--- src/design/uaux_pkg.sv ---
// Purpose: shared constants for the uart auxiliary channel block
// Assumes: control registers are held outside and arrive as plain ports
// Notes: bit positions are within the 8-bit control bytes
package uaux_pkg;
  // modem control byte fields
  localparam int MCTL_TERM_READY_BIT = 0;
  localparam int MCTL_REQ_SEND_BIT = 1;
  localparam int MCTL_USER_ONE_BIT = 2;
  localparam int MCTL_USER_TWO_BIT = 3;
  localparam int MCTL_LOOP_BIT = 4;
  localparam int MCTL_CLK_SEL_BIT = 7;
  // fifo control byte fields
  localparam int FCTL_FIFO_EN_BIT = 0;
  localparam int FCTL_DMA_MODE_BIT = 3;
  // interrupt enable byte fields
  localparam int IEN_RX_BIT = 0;
  localparam int IEN_TX_BIT = 1;
  localparam int IEN_MODEM_BIT = 3;
  localparam int IEN_SLEEP_BIT = 4;
  // enhanced feature byte field
  localparam int EFEAT_ENH_BIT = 4;
  // timing counts
  localparam int TICKS_PER_BIT = 16;
  localparam int PRESCALE_DIV = 4;
  localparam int FIFO_DEPTH = 64;
  // reset values
  localparam logic [7:0] MSTAT_RESET = 8'h00;
  // sleep controller states
  typedef enum logic [0:0] {
    UAUX_AWAKE = 1'b0,
    UAUX_ASLEEP = 1'b1
  } uaux_sleep_t;
endpackage

--- src/design/uaux_baud_gen.sv ---
// Purpose: prescaler and 16-bit divisor making the 16x tick
// Assumes: divisor is stable while run_i is high
// Notes: a divisor of zero holds the generator stopped
`timescale 1ns/1ns
module uaux_baud_gen #(
  parameter int DIV_W = 16
) (
  input wire logic clock_i,
  input wire logic reset_n_i,
  input wire logic run_i,
  input wire logic by4_i,
  input wire logic [DIV_W-1:0] divisor_i,
  output logic tick16_o
);
  import uaux_pkg::*;
  logic [1:0] pre_cnt;
  logic [1:0] next_pre_cnt;
  logic [DIV_W-1:0] div_cnt;
  logic [DIV_W-1:0] next_div_cnt;
  logic next_tick16;
  logic pre_pulse;

  ////////////////////////////////////////////////////////////////////
  // prescale by 1 or 4, then divide by the programmed divisor
  always_comb begin
    next_pre_cnt = pre_cnt;
    next_div_cnt = div_cnt;
    next_tick16 = 1'b0;
    pre_pulse = 1'b0;
    if (run_i && divisor_i != '0) begin
      if (!by4_i || pre_cnt == 2'(PRESCALE_DIV - 1)) begin
        pre_pulse = 1'b1;
        next_pre_cnt = 2'h0;
      end else begin
        next_pre_cnt = pre_cnt + 2'h1;
      end
      // any divisor 1..65535 works: count 0..divisor-1
      if (pre_pulse) begin
        if (div_cnt >= divisor_i - 1'b1) begin
          next_div_cnt = '0;
          next_tick16 = 1'b1;
        end else begin
          next_div_cnt = div_cnt + 1'b1;
        end
      end
    end else begin
      next_pre_cnt = 2'h0;
      next_div_cnt = '0;
    end
  end

  always_ff @(posedge clock_i) begin
    if (!reset_n_i) begin
      pre_cnt <= 2'h0;
      div_cnt <= '0;
      tick16_o <= 1'b0;
    end else begin
      pre_cnt <= next_pre_cnt;
      div_cnt <= next_div_cnt;
      tick16_o <= next_tick16;
    end
  end
endmodule

--- src/design/uaux_bit_timer.sv ---
// Purpose: divides the 16x tick down to one pulse per serial bit
// Assumes: tick16_i is a one-cycle pulse
// Notes: clear_i realigns the phase, e.g. on a start bit
`timescale 1ns/1ns
module uaux_bit_timer (
  input wire logic clock_i,
  input wire logic reset_n_i,
  input wire logic tick16_i,
  input wire logic clear_i,
  output logic bit_tick_o
);
  import uaux_pkg::*;
  logic [3:0] phase;
  logic [3:0] next_phase;
  logic next_bit_tick;

  ////////////////////////////////////////////////////////////////////
  // sixteen 16x ticks make one bit time
  always_comb begin
    next_phase = phase;
    next_bit_tick = 1'b0;
    if (clear_i) begin
      next_phase = 4'h0;
    end else if (tick16_i) begin
      next_phase = phase + 4'h1;
      next_bit_tick = (phase == 4'(TICKS_PER_BIT - 1));
    end
  end

  always_ff @(posedge clock_i) begin
    if (!reset_n_i) begin
      phase <= 4'h0;
      bit_tick_o <= 1'b0;
    end else begin
      phase <= next_phase;
      bit_tick_o <= next_bit_tick;
    end
  end
endmodule

--- src/design/uaux_channel.sv ---
// Purpose: baud generation, dma signalling, sleep and loop-back of one channel
// Assumes: control bytes are held by the register file outside this block
// Notes: all outputs are registered, so pins follow controls by one clock, the loop bit by two
`timescale 1ns/1ns

// Function
// - divisor of one to 65535 divides the 16x clock source
// - each serial bit spans sixteen 16x ticks
// - after reset the rate table pin picks the 1x or 4x table
// - clock select bit with pin high adds divide by four, else by one
// - divisor is a high byte and a low byte from the host
// - one generator feeds both transmitter and receiver
// - fifo control bit picks dma mode 0 or mode 1
// - mode 0 with fifos on raises interrupt per character
// - mode 1 interrupts on tx below trigger or rx above trigger
// - status shows tx holding room and transmitter fully empty
// - sleep only when enhanced enable and sleep enable are both set
// - wake on start bit, input level change or host tx write
// - after waking, sleep again once last character sent and last one read
// - never enter sleep while an interrupt is pending
// - sleep stays enabled until host clears the sleep enable bit
// - loop-back disconnects modem pins, low control bits drive them
// - loop-back ties transmitter output straight to receiver input
// - loop-back: user output one to ring, two to carrier detect
// - loop-back: terminal ready to clear-to-send, request to set-ready
// - looped test bytes go out and return through the receiver
// - interrupts stay working in loop-back, gated by enables
// - loop-back modem causes read via change bits only
module uaux_channel #(
  parameter int DIV_W = 16,
  parameter int CNT_W = 7
) (
  input wire logic clock_i,
  input wire logic reset_n_i,
  // straps and control bytes from the register file
  input wire logic rate_table_pin_i,
  input wire logic [7:0] divisor_high_i,
  input wire logic [7:0] divisor_low_i,
  input wire logic [7:0] modem_control_reg_i,
  input wire logic [7:0] fifo_control_reg_i,
  input wire logic [7:0] interrupt_enable_reg_i,
  input wire logic [7:0] enhanced_feature_reg_i,
  // fifo and core state
  input wire logic [CNT_W-1:0] tx_count_i,
  input wire logic [CNT_W-1:0] rx_count_i,
  input wire logic [CNT_W-1:0] tx_trigger_i,
  input wire logic [CNT_W-1:0] rx_trigger_i,
  input wire logic tx_busy_i,
  input wire logic tx_write_i,
  input wire logic rx_read_i,
  input wire logic start_bit_i,
  input wire logic other_irq_i,
  input wire logic modem_status_read_i,
  input wire logic core_tx_serial_i,
  // serial and modem pins, modem pins active low
  input wire logic rx_pin_i,
  input wire logic cts_n_i,
  input wire logic dsr_n_i,
  input wire logic carrier_detect_in_n_i,
  input wire logic bell_input_n_i,
  output logic tx_pin_o,
  output logic rts_n_o,
  output logic dtr_n_o,
  output logic user_output_one_n_o,
  output logic user_output_two_n_o,
  // towards the transmitter and receiver core
  output logic core_rx_serial_o,
  output logic tick16_o,
  output logic bit_tick_o,
  output logic [7:0] modem_status_reg_o,
  output logic [6:5] line_status_reg_o,
  output logic irq_o,
  output logic sleeping_o
);
  import uaux_pkg::*;

  ////////////////////////////////////////////////////////////////////
  // declarations
  logic strap_done;
  logic next_strap_done;
  logic table_1x;
  logic next_table_1x;
  logic by4;
  logic [DIV_W-1:0] divisor;
  logic gen_tick16;
  logic gen_bit_tick;
  logic loop_on;
  logic next_loop_on;
  logic [3:0] mlev;
  logic [3:0] next_mlev;
  logic [3:0] mdelta;
  logic [3:0] next_mdelta;
  logic [3:0] mlev_now;
  logic rx_prev;
  logic next_rx_prev;
  logic [3:0] pin_prev;
  logic [3:0] next_pin_prev;
  logic next_tx_pin;
  logic next_rts_n;
  logic next_dtr_n;
  logic next_op1_n;
  logic next_op2_n;
  logic next_core_rx;
  logic [7:0] next_mstat;
  logic [6:5] next_lstat;
  logic next_irq;
  logic rx_irq;
  logic tx_irq;
  logic modem_irq;
  logic irq_cond;
  logic sleep_en;
  logic chan_idle;
  logic wake_evt;
  uaux_sleep_t sleep_state;
  uaux_sleep_t next_sleep_state;
  logic next_sleeping;

  ////////////////////////////////////////////////////////////////////
  // rate table strap, caught the clock after reset release
  always_comb begin
    next_strap_done = 1'b1;
    next_table_1x = table_1x;
    if (!strap_done) begin
      next_table_1x = rate_table_pin_i;
    end
  end

  always_ff @(posedge clock_i) begin
    if (!reset_n_i) begin
      strap_done <= 1'b0;
      table_1x <= 1'b1;
    end else begin
      strap_done <= next_strap_done;
      table_1x <= next_table_1x;
    end
  end

  // pin low keeps the 4x table; only a high strap hands it to software
  assign by4 = table_1x ? modem_control_reg_i[MCTL_CLK_SEL_BIT] : 1'b1;
  assign divisor = {divisor_high_i, divisor_low_i};

  ////////////////////////////////////////////////////////////////////
  // one generator for both directions; it stops while asleep
  uaux_baud_gen #(
    .DIV_W(DIV_W)
  ) u_gen (
    .clock_i(clock_i),
    .reset_n_i(reset_n_i),
    .run_i(!sleeping_o),
    .by4_i(by4),
    .divisor_i(divisor),
    .tick16_o(gen_tick16)
  );

  uaux_bit_timer u_bit (
    .clock_i(clock_i),
    .reset_n_i(reset_n_i),
    .tick16_i(gen_tick16),
    .clear_i(sleeping_o),
    .bit_tick_o(gen_bit_tick)
  );

  ////////////////////////////////////////////////////////////////////
  // loop-back select, registered so every pin swaps together
  always_comb begin
    next_loop_on = modem_control_reg_i[MCTL_LOOP_BIT];
  end

  always_ff @(posedge clock_i) begin
    if (!reset_n_i) begin
      loop_on <= 1'b0;
    end else begin
      loop_on <= next_loop_on;
    end
  end

  ////////////////////////////////////////////////////////////////////
  // internal modem levels: [0] cts, [1] dsr, [2] ring, [3] carrier
  always_comb begin
    if (loop_on) begin
      mlev_now[0] = modem_control_reg_i[MCTL_TERM_READY_BIT];
      mlev_now[1] = modem_control_reg_i[MCTL_REQ_SEND_BIT];
      mlev_now[2] = modem_control_reg_i[MCTL_USER_ONE_BIT];
      mlev_now[3] = modem_control_reg_i[MCTL_USER_TWO_BIT];
    end else begin
      mlev_now = ~{carrier_detect_in_n_i, bell_input_n_i, dsr_n_i, cts_n_i};
    end
  end

  // change bits are sticky; a change in the read cycle survives it
  always_comb begin
    next_mlev = mlev_now;
    next_mdelta = mdelta;
    if (modem_status_read_i) begin
      next_mdelta = 4'h0;
    end
    next_mdelta = next_mdelta | (mlev_now ^ mlev);
  end

  always_ff @(posedge clock_i) begin
    if (!reset_n_i) begin
      mlev <= 4'h0;
      mdelta <= 4'h0;
    end else begin
      mlev <= next_mlev;
      mdelta <= next_mdelta;
    end
  end

  ////////////////////////////////////////////////////////////////////
  // pin steering: looped pins park inactive, serial is tied inside
  always_comb begin
    if (loop_on) begin
      next_tx_pin = 1'b1;
      next_core_rx = core_tx_serial_i;
      next_dtr_n = 1'b1;
      next_rts_n = 1'b1;
      next_op1_n = 1'b1;
      next_op2_n = 1'b1;
    end else begin
      next_tx_pin = core_tx_serial_i;
      next_core_rx = rx_pin_i;
      next_dtr_n = !modem_control_reg_i[MCTL_TERM_READY_BIT];
      next_rts_n = !modem_control_reg_i[MCTL_REQ_SEND_BIT];
      next_op1_n = !modem_control_reg_i[MCTL_USER_ONE_BIT];
      next_op2_n = !modem_control_reg_i[MCTL_USER_TWO_BIT];
    end
  end

  ////////////////////////////////////////////////////////////////////
  // interrupt conditions, per character or per trigger level
  always_comb begin
    rx_irq = 1'b0;
    tx_irq = 1'b0;
    if (fifo_control_reg_i[FCTL_FIFO_EN_BIT]
        && fifo_control_reg_i[FCTL_DMA_MODE_BIT]) begin
      rx_irq = rx_count_i > rx_trigger_i;
      tx_irq = tx_count_i < tx_trigger_i;
    end else begin
      rx_irq = rx_count_i != '0;
      tx_irq = tx_count_i == '0;
    end
    rx_irq = rx_irq && interrupt_enable_reg_i[IEN_RX_BIT];
    tx_irq = tx_irq && interrupt_enable_reg_i[IEN_TX_BIT];
    modem_irq = (mdelta != 4'h0) && interrupt_enable_reg_i[IEN_MODEM_BIT];
    irq_cond = rx_irq || tx_irq || modem_irq || other_irq_i;
  end

  ////////////////////////////////////////////////////////////////////
  // status outputs; upper modem bits blank while looped back
  always_comb begin
    next_irq = irq_cond;
    next_mstat = {mlev, mdelta};
    if (loop_on) begin
      next_mstat = {4'h0, mdelta};
    end
    if (fifo_control_reg_i[FCTL_FIFO_EN_BIT]) begin
      next_lstat[5] = tx_count_i < CNT_W'(FIFO_DEPTH);
    end else begin
      next_lstat[5] = tx_count_i == '0;
    end
    next_lstat[6] = (tx_count_i == '0) && !tx_busy_i;
  end

  ////////////////////////////////////////////////////////////////////
  // sleep controller; pin wake sources are edges seen on raw inputs
  always_comb begin
    next_rx_prev = rx_pin_i;
    next_pin_prev = {carrier_detect_in_n_i, bell_input_n_i, dsr_n_i, cts_n_i};
    sleep_en = enhanced_feature_reg_i[EFEAT_ENH_BIT]
               && interrupt_enable_reg_i[IEN_SLEEP_BIT];
    // idle means the last character is out and the last one read
    chan_idle = (tx_count_i == '0) && !tx_busy_i && (rx_count_i == '0);
    wake_evt = start_bit_i || tx_write_i || rx_read_i
               || (rx_pin_i != rx_prev)
               || (next_pin_prev != pin_prev);
    next_sleep_state = sleep_state;
    case (sleep_state)
      UAUX_AWAKE: begin
        // re-entry is automatic while enable stays set
        if (sleep_en && chan_idle && !irq_cond && !wake_evt) begin
          next_sleep_state = UAUX_ASLEEP;
        end
      end
      UAUX_ASLEEP: begin
        if (!sleep_en || wake_evt || irq_cond) begin
          next_sleep_state = UAUX_AWAKE;
        end
      end
      default: begin
        next_sleep_state = UAUX_AWAKE;
      end
    endcase
    next_sleeping = next_sleep_state == UAUX_ASLEEP;
  end

  always_ff @(posedge clock_i) begin
    if (!reset_n_i) begin
      sleep_state <= UAUX_AWAKE;
      rx_prev <= 1'b1;
      pin_prev <= 4'hf;
    end else begin
      sleep_state <= next_sleep_state;
      rx_prev <= next_rx_prev;
      pin_prev <= next_pin_prev;
    end
  end

  ////////////////////////////////////////////////////////////////////
  // output register stage; costs a clock but keeps pins glitch free
  always_ff @(posedge clock_i) begin
    if (!reset_n_i) begin
      tx_pin_o <= 1'b1;
      rts_n_o <= 1'b1;
      dtr_n_o <= 1'b1;
      user_output_one_n_o <= 1'b1;
      user_output_two_n_o <= 1'b1;
      core_rx_serial_o <= 1'b1;
      tick16_o <= 1'b0;
      bit_tick_o <= 1'b0;
      modem_status_reg_o <= MSTAT_RESET;
      line_status_reg_o <= 2'b11;
      irq_o <= 1'b0;
      sleeping_o <= 1'b0;
    end else begin
      tx_pin_o <= next_tx_pin;
      rts_n_o <= next_rts_n;
      dtr_n_o <= next_dtr_n;
      user_output_one_n_o <= next_op1_n;
      user_output_two_n_o <= next_op2_n;
      core_rx_serial_o <= next_core_rx;
      tick16_o <= gen_tick16;
      bit_tick_o <= gen_bit_tick;
      modem_status_reg_o <= next_mstat;
      line_status_reg_o <= next_lstat;
      irq_o <= next_irq;
      sleeping_o <= next_sleeping;
    end
  end
endmodule

--- config.mk ---
export PLATFORM = sky130hd
export DESIGN_NAME = uaux_channel
export DESIGN_NICKNAME = d
export VERILOG_FILES = /design/src/design/uaux_pkg.sv /design/src/design/uaux_baud_gen.sv /design/src/design/uaux_bit_timer.sv /design/src/design/uaux_channel.sv
export SDC_FILE = /design/constraint.sdc
export NUM_CORES = 1
export LEC_CHECK = 0
export ABC_AREA = 1
export BUFFER_PORTS_ARGS = -buffer_cell sky130_fd_sc_hd__buf_2
export CAP_MARGIN = 25
export CORE_UTILIZATION = 55
export DETAILED_ROUTE_END_ITERATION = 7
export GPL_ROUTABILITY_DRIVEN = 0
export PLACE_DENSITY = 0.86
export SLEW_MARGIN = 20
export SYNTH_ARGS = -nofsm -noshare
export SYNTH_HDL_FRONTEND = slang
export SYNTH_SLANG_ARGS = --single-unit
--- constraint.sdc ---
create_clock -name clock_i -period 7.3 [get_ports clock_i]
set_clock_uncertainty 0.05 [all_clocks]
set_input_delay 0.73 -clock clock_i [delete_from_list [all_inputs] [get_ports clock_i]]
set_output_delay 0.73 -clock clock_i [all_outputs]
set_load 0.1 [all_outputs]
==> results_dict.tcl, run 1 <==
set metrics [dict create \
    htreeDepth 3 \
    peakVddDrop_mv 0.208 \
    fmax_ghz 0.337 \
    drt-total-wl_um 7240 \
    yosysWarnings 0 \
    post-route-min-period_ns 2.97 \
    die_h_um 81.0 \
    drive_above_1_share_pct 22.1 \
    crit_path_end_kind "flip-flop" \
    port_buffers 91 \
    arrival_ns 3.14 \
    rsz0062_at_grt "no" \
    r2r_cells 10 \
    track_usage_pct 24.5 \
    seq_area_frac_synth_pct 35.0 \
    startpoint_type "input port" \
    final.setup.tns_ns 0 \
    slew_viol_final 0 \
    critPathRequiredTime_ns 7.47 \
    drcViolationCount 0 \
    netlist_area_mm2 0.00344 \
    power_frac_comb_pct 18.1 \
    drt_iter0_drc 146 \
    synth-seq-cells 60 \
    firstDrtPassIters 4 \
    nets 697 \
    core_mm2 0.00596 \
    fp.dieW_um 81.0 \
    seq_power_share_pct 44.5 \
    root_buffer "clkbuf_8" \
    via_count 3218 \
    io-pin-count 111 \
    cts_tree "built" \
    grt_pass1_vias 3113 \
    synth_nets 600 \
    start_util_pct 57.7 \
    cts_sinks 60 \
    status "completed" \
    whs_path_depth 1 \
    cts_resized 0 \
    grt_pass1_wl_um 12500 \
    path_max_fanout 16 \
    post_drt_wl_per_cell_um 11.1 \
    swShare_pct 29.0 \
    dpl-instance-area_mm2 0.00396 \
    synth_cells 476 \
    cts_hold_buffers 0 \
    antenna_found_initial 0 \
    max-slew-margin-rel_pct 66.7 \
    p_int_uw 553 \
    clockBufferDepth 2 \
    area_delta_synth_final_pct 20.8 \
    hold_viol 0 \
    synth_top_area_share_pct 35.0 \
    max-cap-violations 0 \
    synth_area_leader_cell "dfxtp_1" \
    grt-ovfl-total 0 \
    diodes 0 \
    path_class "input port to flip-flop" \
    hold_class "flip-flop to flip-flop" \
    ant_nets 0 \
    finalInstanceArea_mm2 0.00415 \
    grt_max_degree 19 \
    final_cells 653 \
    dp_hpwl_um 5890 \
    synth_cell_types 31 \
    setup_viol 0 \
    yosys-top-cells-area "dfxtp_1 35%, ha_1 12%, nand2_1 9.9%, inv_1 9.5%, nor2_1 7.4%" \
    clk_latency_ns 0.33 \
    clkPwrFrac_pct 37.4 \
    power.density_mw_per_mm2 188 \
    clk_pin_slew_worst_paths_ns 0.06 \
    p_leak_uw 0.00224 \
    die-area_mm2 0.00657 \
    post_cts_buffers 0 \
    syn_avg_cell_area_um2 7.22 \
    rows 28 \
    drt-vias-per-instance 4.93 \
    finalCritPeriodShare_pct 40.6 \
    tightestPinTransition_ns 0.504 \
    cts_made_buffers 9 \
    switchingPower_uw 226 \
    dp_cells 637 \
]
-- state kept, by name (all words and copies together) (netlist names), 2 cells and up --
register	cells
u_gen.div_cnt	16
mdelta	4
u_gen.pre_cnt	2
u_bit.phase	4
modem_status_reg_o	8
mlev	4
line_status_reg_o	2
pin_prev	4
-- synthesized netlist by cell type, drive strengths merged --
cell type   n
xnor2       8
nor2       74
or2         6
a31oi       1
nand2      98
nand4      10
nand3      19
o21ai      14
clkbuf      4
buf         1
a21boi      1
a21o        3
dfxtp      60
inv        87
a211oi      1
nor4        1
ha         33
nor3       11
o21bai      1
o22ai       6
a21oi      16
mux2i       2
nand3b      2
xor2       17
-- layer usage --
metal | part of all wire (%) | vias up | wire length (um) | GRT usage [%]
met1 | 41 | 1426 | 2950 | 25.1
li1 | - | 1686 | - | -
met3 | 5.7 | 13 | 411 | 6.63
met2 | 52 | 93 | 3740 | 47.2
met5 | 0 | - | 0 | 0
met4 | 1.9 | 0 | 136 | 8.75
-- final timing paths --
| kind | start | to | slack (ns) |
|---|---|---|---|
| hold reg to reg | u_gen.pre_cnt[0]$_SDFF_PP0_ | u_gen.pre_cnt[0]$_SDFF_PP0_ | 0.38 |
| setup reg to reg | u_gen.div_cnt[11]$_SDFFE_PN0P_ | u_gen.div_cnt[5]$_SDFFE_PN0P_ | 5.48 |
| setup / recovery | divisor_low_i[0] | u_gen.div_cnt[5]$_SDFFE_PN0P_ | 4.33 |
| hold / removal | u_gen.pre_cnt[0]$_SDFF_PP0_ | u_gen.pre_cnt[0]$_SDFF_PP0_ | 0.38 |
-- per-stage QoR --
stage	power (uW)	worst slack (ns)	hold WS, ns	util, %
3_3_place_gp	489	4.08	0.355	66.4
4_1_cts	786	4.30	0.378	69.7
6_report	780	4.33	0.375	69.7
3_5_place_dp	495	3.95	0.361	66.4
2_1_floorplan	452	4.42	0.340	-
5_1_grt	817	4.03	0.398	69.7
-- cells in the final DEF, fill, tap and decap left out, drive strengths merged, types with 12 or more instances in the layout --
cell | synthesis | routed
clkbuf | 4 | 12
ha | 33 | 33
nor2 | 74 | 74
o21ai | 14 | 14
xor2 | 17 | 17
buf | 1 | 91
dfxtp | 60 | 60
nand2 | 98 | 98
a21oi | 16 | 16
inv | 87 | 87
nand3 | 19 | 19
-- worst max-delay path, cell delays in order --
cell and delay, ns:
buf_2 0.09, inv_1 0.10, ha_1 0.23, nand2_2 0.10, nor2_1 0.12, nand4_1 0.15, nand3b_1 0.23, xnor2_1 0.16
inv_1 0.07, ha_1 0.28, nand2_1 0.07, nor3_1 0.27, nand2_1 0.08, nand3_1 0.12, nand2_1 0.10, nand2_4 0.18
nor2_1 0.07
-- layout make-up --
class / count / area, um2
clock inverter: 4 / 48.8
multi-input combinational: 324 / 1880
timing repair buffer: 91 / 455
sequential: 60 / 1200
fill: 500 / 1800
inverter: 87 / 327
clock buffer: 12 / 145
tap: 75 / 93.8
-- cells by family (layout without fill, tap and decap cells) --
family / Yosys count / count (layout) / synth area share (%)
adders and majority gates: 33 / 33 / 12.0
buffers and inverters: 92 / 194 / 10.3
DFF: 60 / 60 / 35.0
and+or+nand+nor: 221 / 221 / 28.8
xor gates and xnor gates: 25 / 25 / 6.37
muxes: 2 / 2 / 0.583
AOI/OAI and AO/OA: 43 / 43 / 6.96
-- power groups by stage --
stage | logic, uW | clock network, uW | registers (uW)
after global routing | 157 | 312 | 348
after floorplan | 61.0 | 0 | 391
final | 141 | 292 | 347
after global placement | 135 | 0 | 353
after detailed placement | 141 | 0 | 354
after CTS | 142 | 297 | 347
Note: power is estimated with default switching activity, not from simulation.
==> run 2: changes to the inputs <==
--- a/config.mk
+++ b/config.mk
@@ -5,13 +5,13 @@
 export SDC_FILE = /design/constraint.sdc
 export NUM_CORES = 1
 export LEC_CHECK = 0
-export ABC_AREA = 1
+export ABC_AREA = 0
 export BUFFER_PORTS_ARGS = -buffer_cell sky130_fd_sc_hd__buf_2
 export CAP_MARGIN = 25
-export CORE_UTILIZATION = 55
+export CORE_UTILIZATION = 45
 export DETAILED_ROUTE_END_ITERATION = 7
 export GPL_ROUTABILITY_DRIVEN = 0
-export PLACE_DENSITY = 0.86
+export PLACE_DENSITY = 0.76
 export SLEW_MARGIN = 20
 export SYNTH_ARGS = -nofsm -noshare
 export SYNTH_HDL_FRONTEND = slang
==> constraint.sdc (replaced) <==
create_clock -name clock_i -period 2.6 [get_ports clock_i]
set_clock_uncertainty 0.05 [all_clocks]
set_input_delay 0.26 -clock clock_i [delete_from_list [all_inputs] [get_ports clock_i]]
set_output_delay 0.26 -clock clock_i [all_outputs]
set_load 0.1 [all_outputs]
==> results_dict.tcl, run 2 <==
set metrics [dict create \
    met1_length_um 2920 \
    setup_viol 16 \
    slew_viol_final 0 \
    dpl-instance-area_mm2 0.00388 \
    fillers 591 \
    start_util_pct 46.3 \
    antenna_found_initial 0 \
    final_common_cell "buf_2" \
    peakVddDrop_mv 0.299 \
    clockBufferDepth 2 \
    netlist_top_cells_count "60 x dfxtp_1, 33 x ha_1, 31 x nor2_1, 23 x nand2_1, 22 x inv_1" \
    clk_pin_slew_worst_paths_ns 0.06 \
    ff2ff_setup_slack_ns 0.56 \
    clk_latency_ns 0.33 \
    finalCritPeriodShare_pct 101 \
    drt-total-wl_um 6740 \
    cpMostUsedCell "a41oi_2" \
    cts_sinks 60 \
    cts_made_buffers 9 \
    fmax_ghz 0.380 \
    async_flop_share_pct 0 \
    synth_edf_count 0 \
    yosysWarnings 0 \
    crit_path_cell_trace "buf_6 -> or4_4 -> nor4_4 -> nand2b_2 -> xor2_1 -> ha_1 -> a41oi_2 -> o211ai_1 -> a211o_1 -> a41oi_2 -> o21ai_2 -> buf_12 -> nor2_2" \
    max-cap-violations 0 \
    startpoint_type "input port" \
    drcViolationCount 0 \
    route.met3.wl_um 250 \
    syn_avg_cell_area_um2 9.15 \
    r2r_cells 8 \
    area_delta_synth_final_pct 31.6 \
    netlist_area_mm2 0.00315 \
    die-area_mm2 0.00733 \
    setup_ws_ns -0.0330 \
    drt-vias-per-instance 4.92 \
    largest_reg_flops 16 \
    port_buffers 91 \
    synth_nets 468 \
    track_usage_pct 19.6 \
    tightestPinTransition_ns 0.594 \
    regArea_mm2 0.00120 \
    whs_path_depth 2 \
    grt_pass1_vias 2635 \
    io-pin-count 111 \
    reg_top3 "u_gen.div_cnt x16, modem_status_reg_o x8" \
    critPathRequiredTime_ns 2.82 \
    synth_cells 344 \
    drt_iter0_drc 117 \
    regMostFlops "u_gen.div_cnt" \
    grt_pass1_wl_um 11200 \
    synth_ff_type "dfxtp_1" \
    path_class "input port to flip-flop" \
    drive_above_1_share_pct 30.8 \
    htreeDepth 3 \
    slowest_delay_ns 0.56 \
    dp_hpwl_um 5360 \
    max-slew-margin-rel_pct 60.1 \
    rows 30 \
    path_max_fanout 16 \
    hold_class "input port to flip-flop" \
    hold_viol 0 \
    fp.dieW_um 85.6 \
    crit_path_end_kind "flip-flop" \
    synth_area_leader_cell "dfxtp_1" \
    arrival_ns 2.85 \
    cts_tree "built" \
    synth_cell_types 40 \
    violations "setup timing" \
    core_mm2 0.00679 \
    ant_nets 0 \
    p_leak_uw 0.00192 \
    synth-seq-cells 60 \
    slowest_stage "or4_4" \
    rsz0062_at_grt "yes" \
    grt_max_degree 17 \
    root_buffer "clkbuf_8" \
    post-route-min-period_ns 2.63 \
    nets 591 \
    seq_area_frac_synth_pct 38.2 \
    grt-ovfl-total 0 \
    multi_input_area_mm2 0.00187 \
    synth_top_area_share_pct 38.2 \
    layout_common_cells "90 x buf_2, 60 x dfxtp_1, 33 x ha_1, 28 x nor2_1, 26 x buf_4" \
    via_count 2788 \
    post_drt_wl_per_cell_um 11.9 \
    top_layer_used "met4" \
    status "finished with violations" \
    die_h_um 85.6 \
    firstDrtPassIters 4 \
    power.density_mw_per_mm2 527 \
    yosysMostFrequentCell "dfxtp_1" \
    diodes 0 \
    wl_met2_um 3420 \
    power_uw 2180 \
    finalInstanceArea_mm2 0.00414 \
    yosys-top-cells-area "dfxtp_1 38%, ha_1 13%, xor2_1 5.8%, xnor2_1 5.6%, nor2_1 3.7%" \
]
run 2: cell count changes after synthesis, moves of 10 or more:
cell,before,now
nand2b_1,0,15
xnor2_1,8,20
inv_1,87,22
and2_1,0,17
nand3_1,17,7
nand2_1,91,23
nor2_1,68,31
run 2: critical path, delay by kind of cell:
family / cells / cell delay [ns]
AOI/OAI and AO/OA: 5 / 0.89
xor gates and xnor gates: 1 / 0.16
adders and majority gates: 1 / 0.33
buffers and inverters: 2 / 0.25
and+or+nand+nor: 4 / 0.95
run 2: per-stage QoR:
step	setup slack [ns]	hold slack (ns)	std cells	setup TNS [ns]	utilization, %
global route	-0.137	0.0367	567	-1.90	61.0
CTS	-0.0153	0.0317	565	-0.0715	60.4
detailed placement	-0.406	0.369	546	-6.31	57.1
finish	-0.0330	0.0513	567	-0.273	61.0
floorplan	-0.143	0.238	344	-1.44	-
global placement	-0.302	0.364	546	-4.61	57.1
run 2: area by class of cell:
| type | instances | area share, % |
|---|---|---|
| sequential | 60 | 29.0 |
| inverter | 22 | 1.99 |
| timing repair buffer | 118 | 16.3 |
| clock buffer | 11 | 3.41 |
| tap | 96 | 2.90 |
| clock inverter | 4 | 1.21 |
| multi-input combinational | 256 | 45.2 |
run 2: power breakdown:
| part | switching, uW | internal [uW] | leakage, uW |
|---|---|---|---|
| sequential | 19.8 | 959 | 0.000493 |
| combinational | 247 | 153 | 0.00133 |
| clock | 342 | 461 | 0.0000914 |
run 2: worst paths after layout:
| kind | end | start |
|---|---|---|
| setup / recovery | u_gen.div_cnt[10]$_SDFFE_PN0P_ | divisor_high_i[1] |
| hold / removal | rts_n_o$_SDFF_PP1_ | modem_control_reg_i[1] |
| setup reg to reg | u_gen.div_cnt[10]$_SDFFE_PN0P_ | u_gen.div_cnt[7]$_SDFFE_PN0P_ |
| hold reg to reg | bit_tick_o$_SDFF_PN0_ | u_bit.bit_tick_o$_SDFF_PP0_ |
run 2: logic make-up (layout without fill, tap and decap cells):
kind of cell | after synthesis | in the layout | synth area share (%)
AO/OA/AOI/OAI | 40 | 40 | 8.70
XOR/XNOR | 41 | 41 | 11.4
adder cells (fa/ha/maj) | 33 | 33 | 13.1
buffers and inverters | 28 | 155 | 3.58
flip-flops | 60 | 60 | 38.2
multiplexers | 7 | 7 | 2.23
AND/OR/NAND/NOR | 135 | 135 | 22.8
run 2: timing repair:
item	CTS	global route
gates resized for setup	1	5
pin swaps	0	1
hold buffers	0	0
setup endpoints to repair	16	17
buffers inserted	4	3
run 2: metal layers:
layer,track usage [%],up-vias
li1,-,1432
met1,21.9,1281
met2,34.5,59
met3,5.87,16
met4,8.33,0
met5,0,-
==> run 3: changes to the inputs <==
--- a/config.mk
+++ b/config.mk
@@ -12,6 +12,7 @@
 export DETAILED_ROUTE_END_ITERATION = 7
 export GPL_ROUTABILITY_DRIVEN = 0
 export PLACE_DENSITY = 0.76
+export SETUP_SLACK_MARGIN = 0.4
 export SLEW_MARGIN = 20
 export SYNTH_ARGS = -nofsm -noshare
 export SYNTH_HDL_FRONTEND = slang
==> results_dict.tcl, run 3 (same netlist as run 2, synthesis figures left out) <==
set metrics [dict create \
    power.density_mw_per_mm2 563 \
    hold_viol 0 \
    power_uw 2360 \
    fillers 561 \
    final_common_cell "buf_2" \
    track_usage_pct 19.9 \
    grt_max_degree 25 \
    finalInstanceArea_mm2 0.00420 \
    antenna_found_initial 0 \
    crit_path_end_kind "flip-flop" \
    path_delay_family "compound AO/OA/AOI/OAI gates" \
    violations "DRC, setup timing" \
    die_h_um 85.6 \
    critPathRequiredTime_ns 2.81 \
    slew_viol_final 0 \
    dp_hpwl_um 5330 \
    ant_nets 0 \
    max-slew-margin-rel_pct 56.6 \
    rows 30 \
    fmax_ghz 0.369 \
    fp.dieW_um 85.6 \
    grt_pass1_wl_um 11600 \
    setup_ws_ns -0.108 \
    drcViolationCount 1 \
    ff2ff_setup_slack_ns 0.53 \
    crit_path_cell_trace "buf_6 -> or4_4 -> nor4_4 -> nand2b_2 -> xor2_1 -> ha_1 -> a41oi_2 -> o211ai_1 -> a211o_1 -> a41oi_4 -> o21ai_4 -> nor2_1" \
    peakVddDrop_mv 0.395 \
    setup_viol 17 \
    met1_length_um 3050 \
    hold_class "input port to flip-flop" \
    wl_met2_um 3410 \
    cts_tree "built" \
    via_count 2782 \
    grt-ovfl-total 0 \
    p_leak_uw 0.00193 \
    arrival_ns 2.91 \
    finalCritPeriodShare_pct 104 \
    die-area_mm2 0.00733 \
    largest_reg_flops 16 \
    final.setup.tns_ns -1.58 \
    clockBufferDepth 2 \
    clk_latency_ns 0.32 \
    startpoint_type "input port" \
    clk_pin_slew_worst_paths_ns 0.06 \
    regMostFlops "u_gen.div_cnt" \
    area_delta_synth_final_pct 33.3 \
    drt-total-wl_um 6810 \
    dpl-instance-area_mm2 0.00386 \
    reg_top3 "u_gen.div_cnt x16, modem_status_reg_o x8" \
    cts_made_buffers 9 \
    route.met3.wl_um 202 \
    port_buffers 91 \
    status "finished with violations" \
    htreeDepth 3 \
    start_util_pct 46.3 \
    drt_iter0_drc 94 \
    slowest_delay_ns 0.55 \
    drt-vias-per-instance 4.92 \
    root_buffer "clkbuf_8" \
    path_class "input port to flip-flop" \
    drive_above_1_share_pct 30.3 \
    firstDrtPassIters 6 \
    max-cap-violations 0 \
    tightestPinTransition_ns 0.646 \
    post_drt_wl_per_cell_um 12.0 \
    path_max_fanout 8 \
    layout_common_cells "90 x buf_2, 60 x dfxtp_1, 33 x ha_1, 31 x nor2_1, 24 x buf_4" \
    diodes 0 \
    cts_sinks 60 \
    rsz0062_at_grt "yes" \
    critPathBufInv 1 \
    nets 589 \
    grt_pass1_vias 2692 \
    slowest_stage "or4_4" \
    top_layer_used "met4" \
    post-route-min-period_ns 2.71 \
    core_mm2 0.00679 \
    io-pin-count 111 \
]
==> run 3: cell types whose count changed in the layout (fill, tap and decap cells not counted), sizes merged <==
cell / change
buf: -3
bufinv: +2
clkbuf: -1
clkinv: +1
clkinvlp: -2
o21ai: +1
==> run 3: stage by stage <==
stage,hold slack [ns],setup WS [ns],std cells,util [%]
finish,0.0658,-0.108,565,61.8
global route,0.0494,-0.217,565,61.8
CTS,0.0544,-0.0389,563,61.2
detailed placement,0.383,-0.472,545,56.9
global placement,0.367,-0.391,545,56.9
floorplan,0.238,-0.143,344,-
==> run 3: routing by layer <==
metal / vias to the layer above / track usage, %
li1: 1429 / -
met1: 1285 / 23.6
met2: 53 / 35.0
met3: 15 / 3.75
met4: 0 / 9.09
met5: - / 0
==> run 3: final timing paths <==
path	start	depth (start not counted)	endpoint
worst max register to register	u_gen.div_cnt[7]$_SDFFE_PN0P_	7	u_gen.div_cnt[4]$_SDFFE_PN0P_
worst min-delay path	modem_control_reg_i[0]	2	dtr_n_o$_SDFF_PP1_
worst max-delay path	divisor_high_i[1]	12	u_gen.div_cnt[4]$_SDFFE_PN0P_
worst min register to register	u_bit.bit_tick_o$_SDFF_PP0_	1	bit_tick_o$_SDFF_PN0_
==> run 3: final cells by class <==
| cell class | instances | area, um2 | area share (%) |
|---|---|---|---|
| clock buffer | 10 | 138 | 3.28 |
| clock inverter | 5 | 100 | 2.39 |
| inverter | 22 | 82.6 | 1.97 |
| multi-input combinational | 257 | 1910 | 45.6 |
| sequential | 60 | 1200 | 28.6 |
| tap | 96 | 120 | 2.86 |
| timing repair buffer | 115 | 642 | 15.3 |
==> run 3: report_power, final <==
part / internal (uW) / switching, uW / leakage, uW
sequential: 959 / 20.2 / 0.000493
clock: 654 / 331 / 0.000122
combinational: 150 / 250 / 0.00132
total: 1760 / 602 / 0.00193
==> run 3: timing repair <==
action,4_1_cts,5_1_grt
pin swaps,7,5
gates resized for setup,4,4
setup endpoints to repair,17,17
hold buffers,0,0
cloned,1,0
buffers inserted,2,2
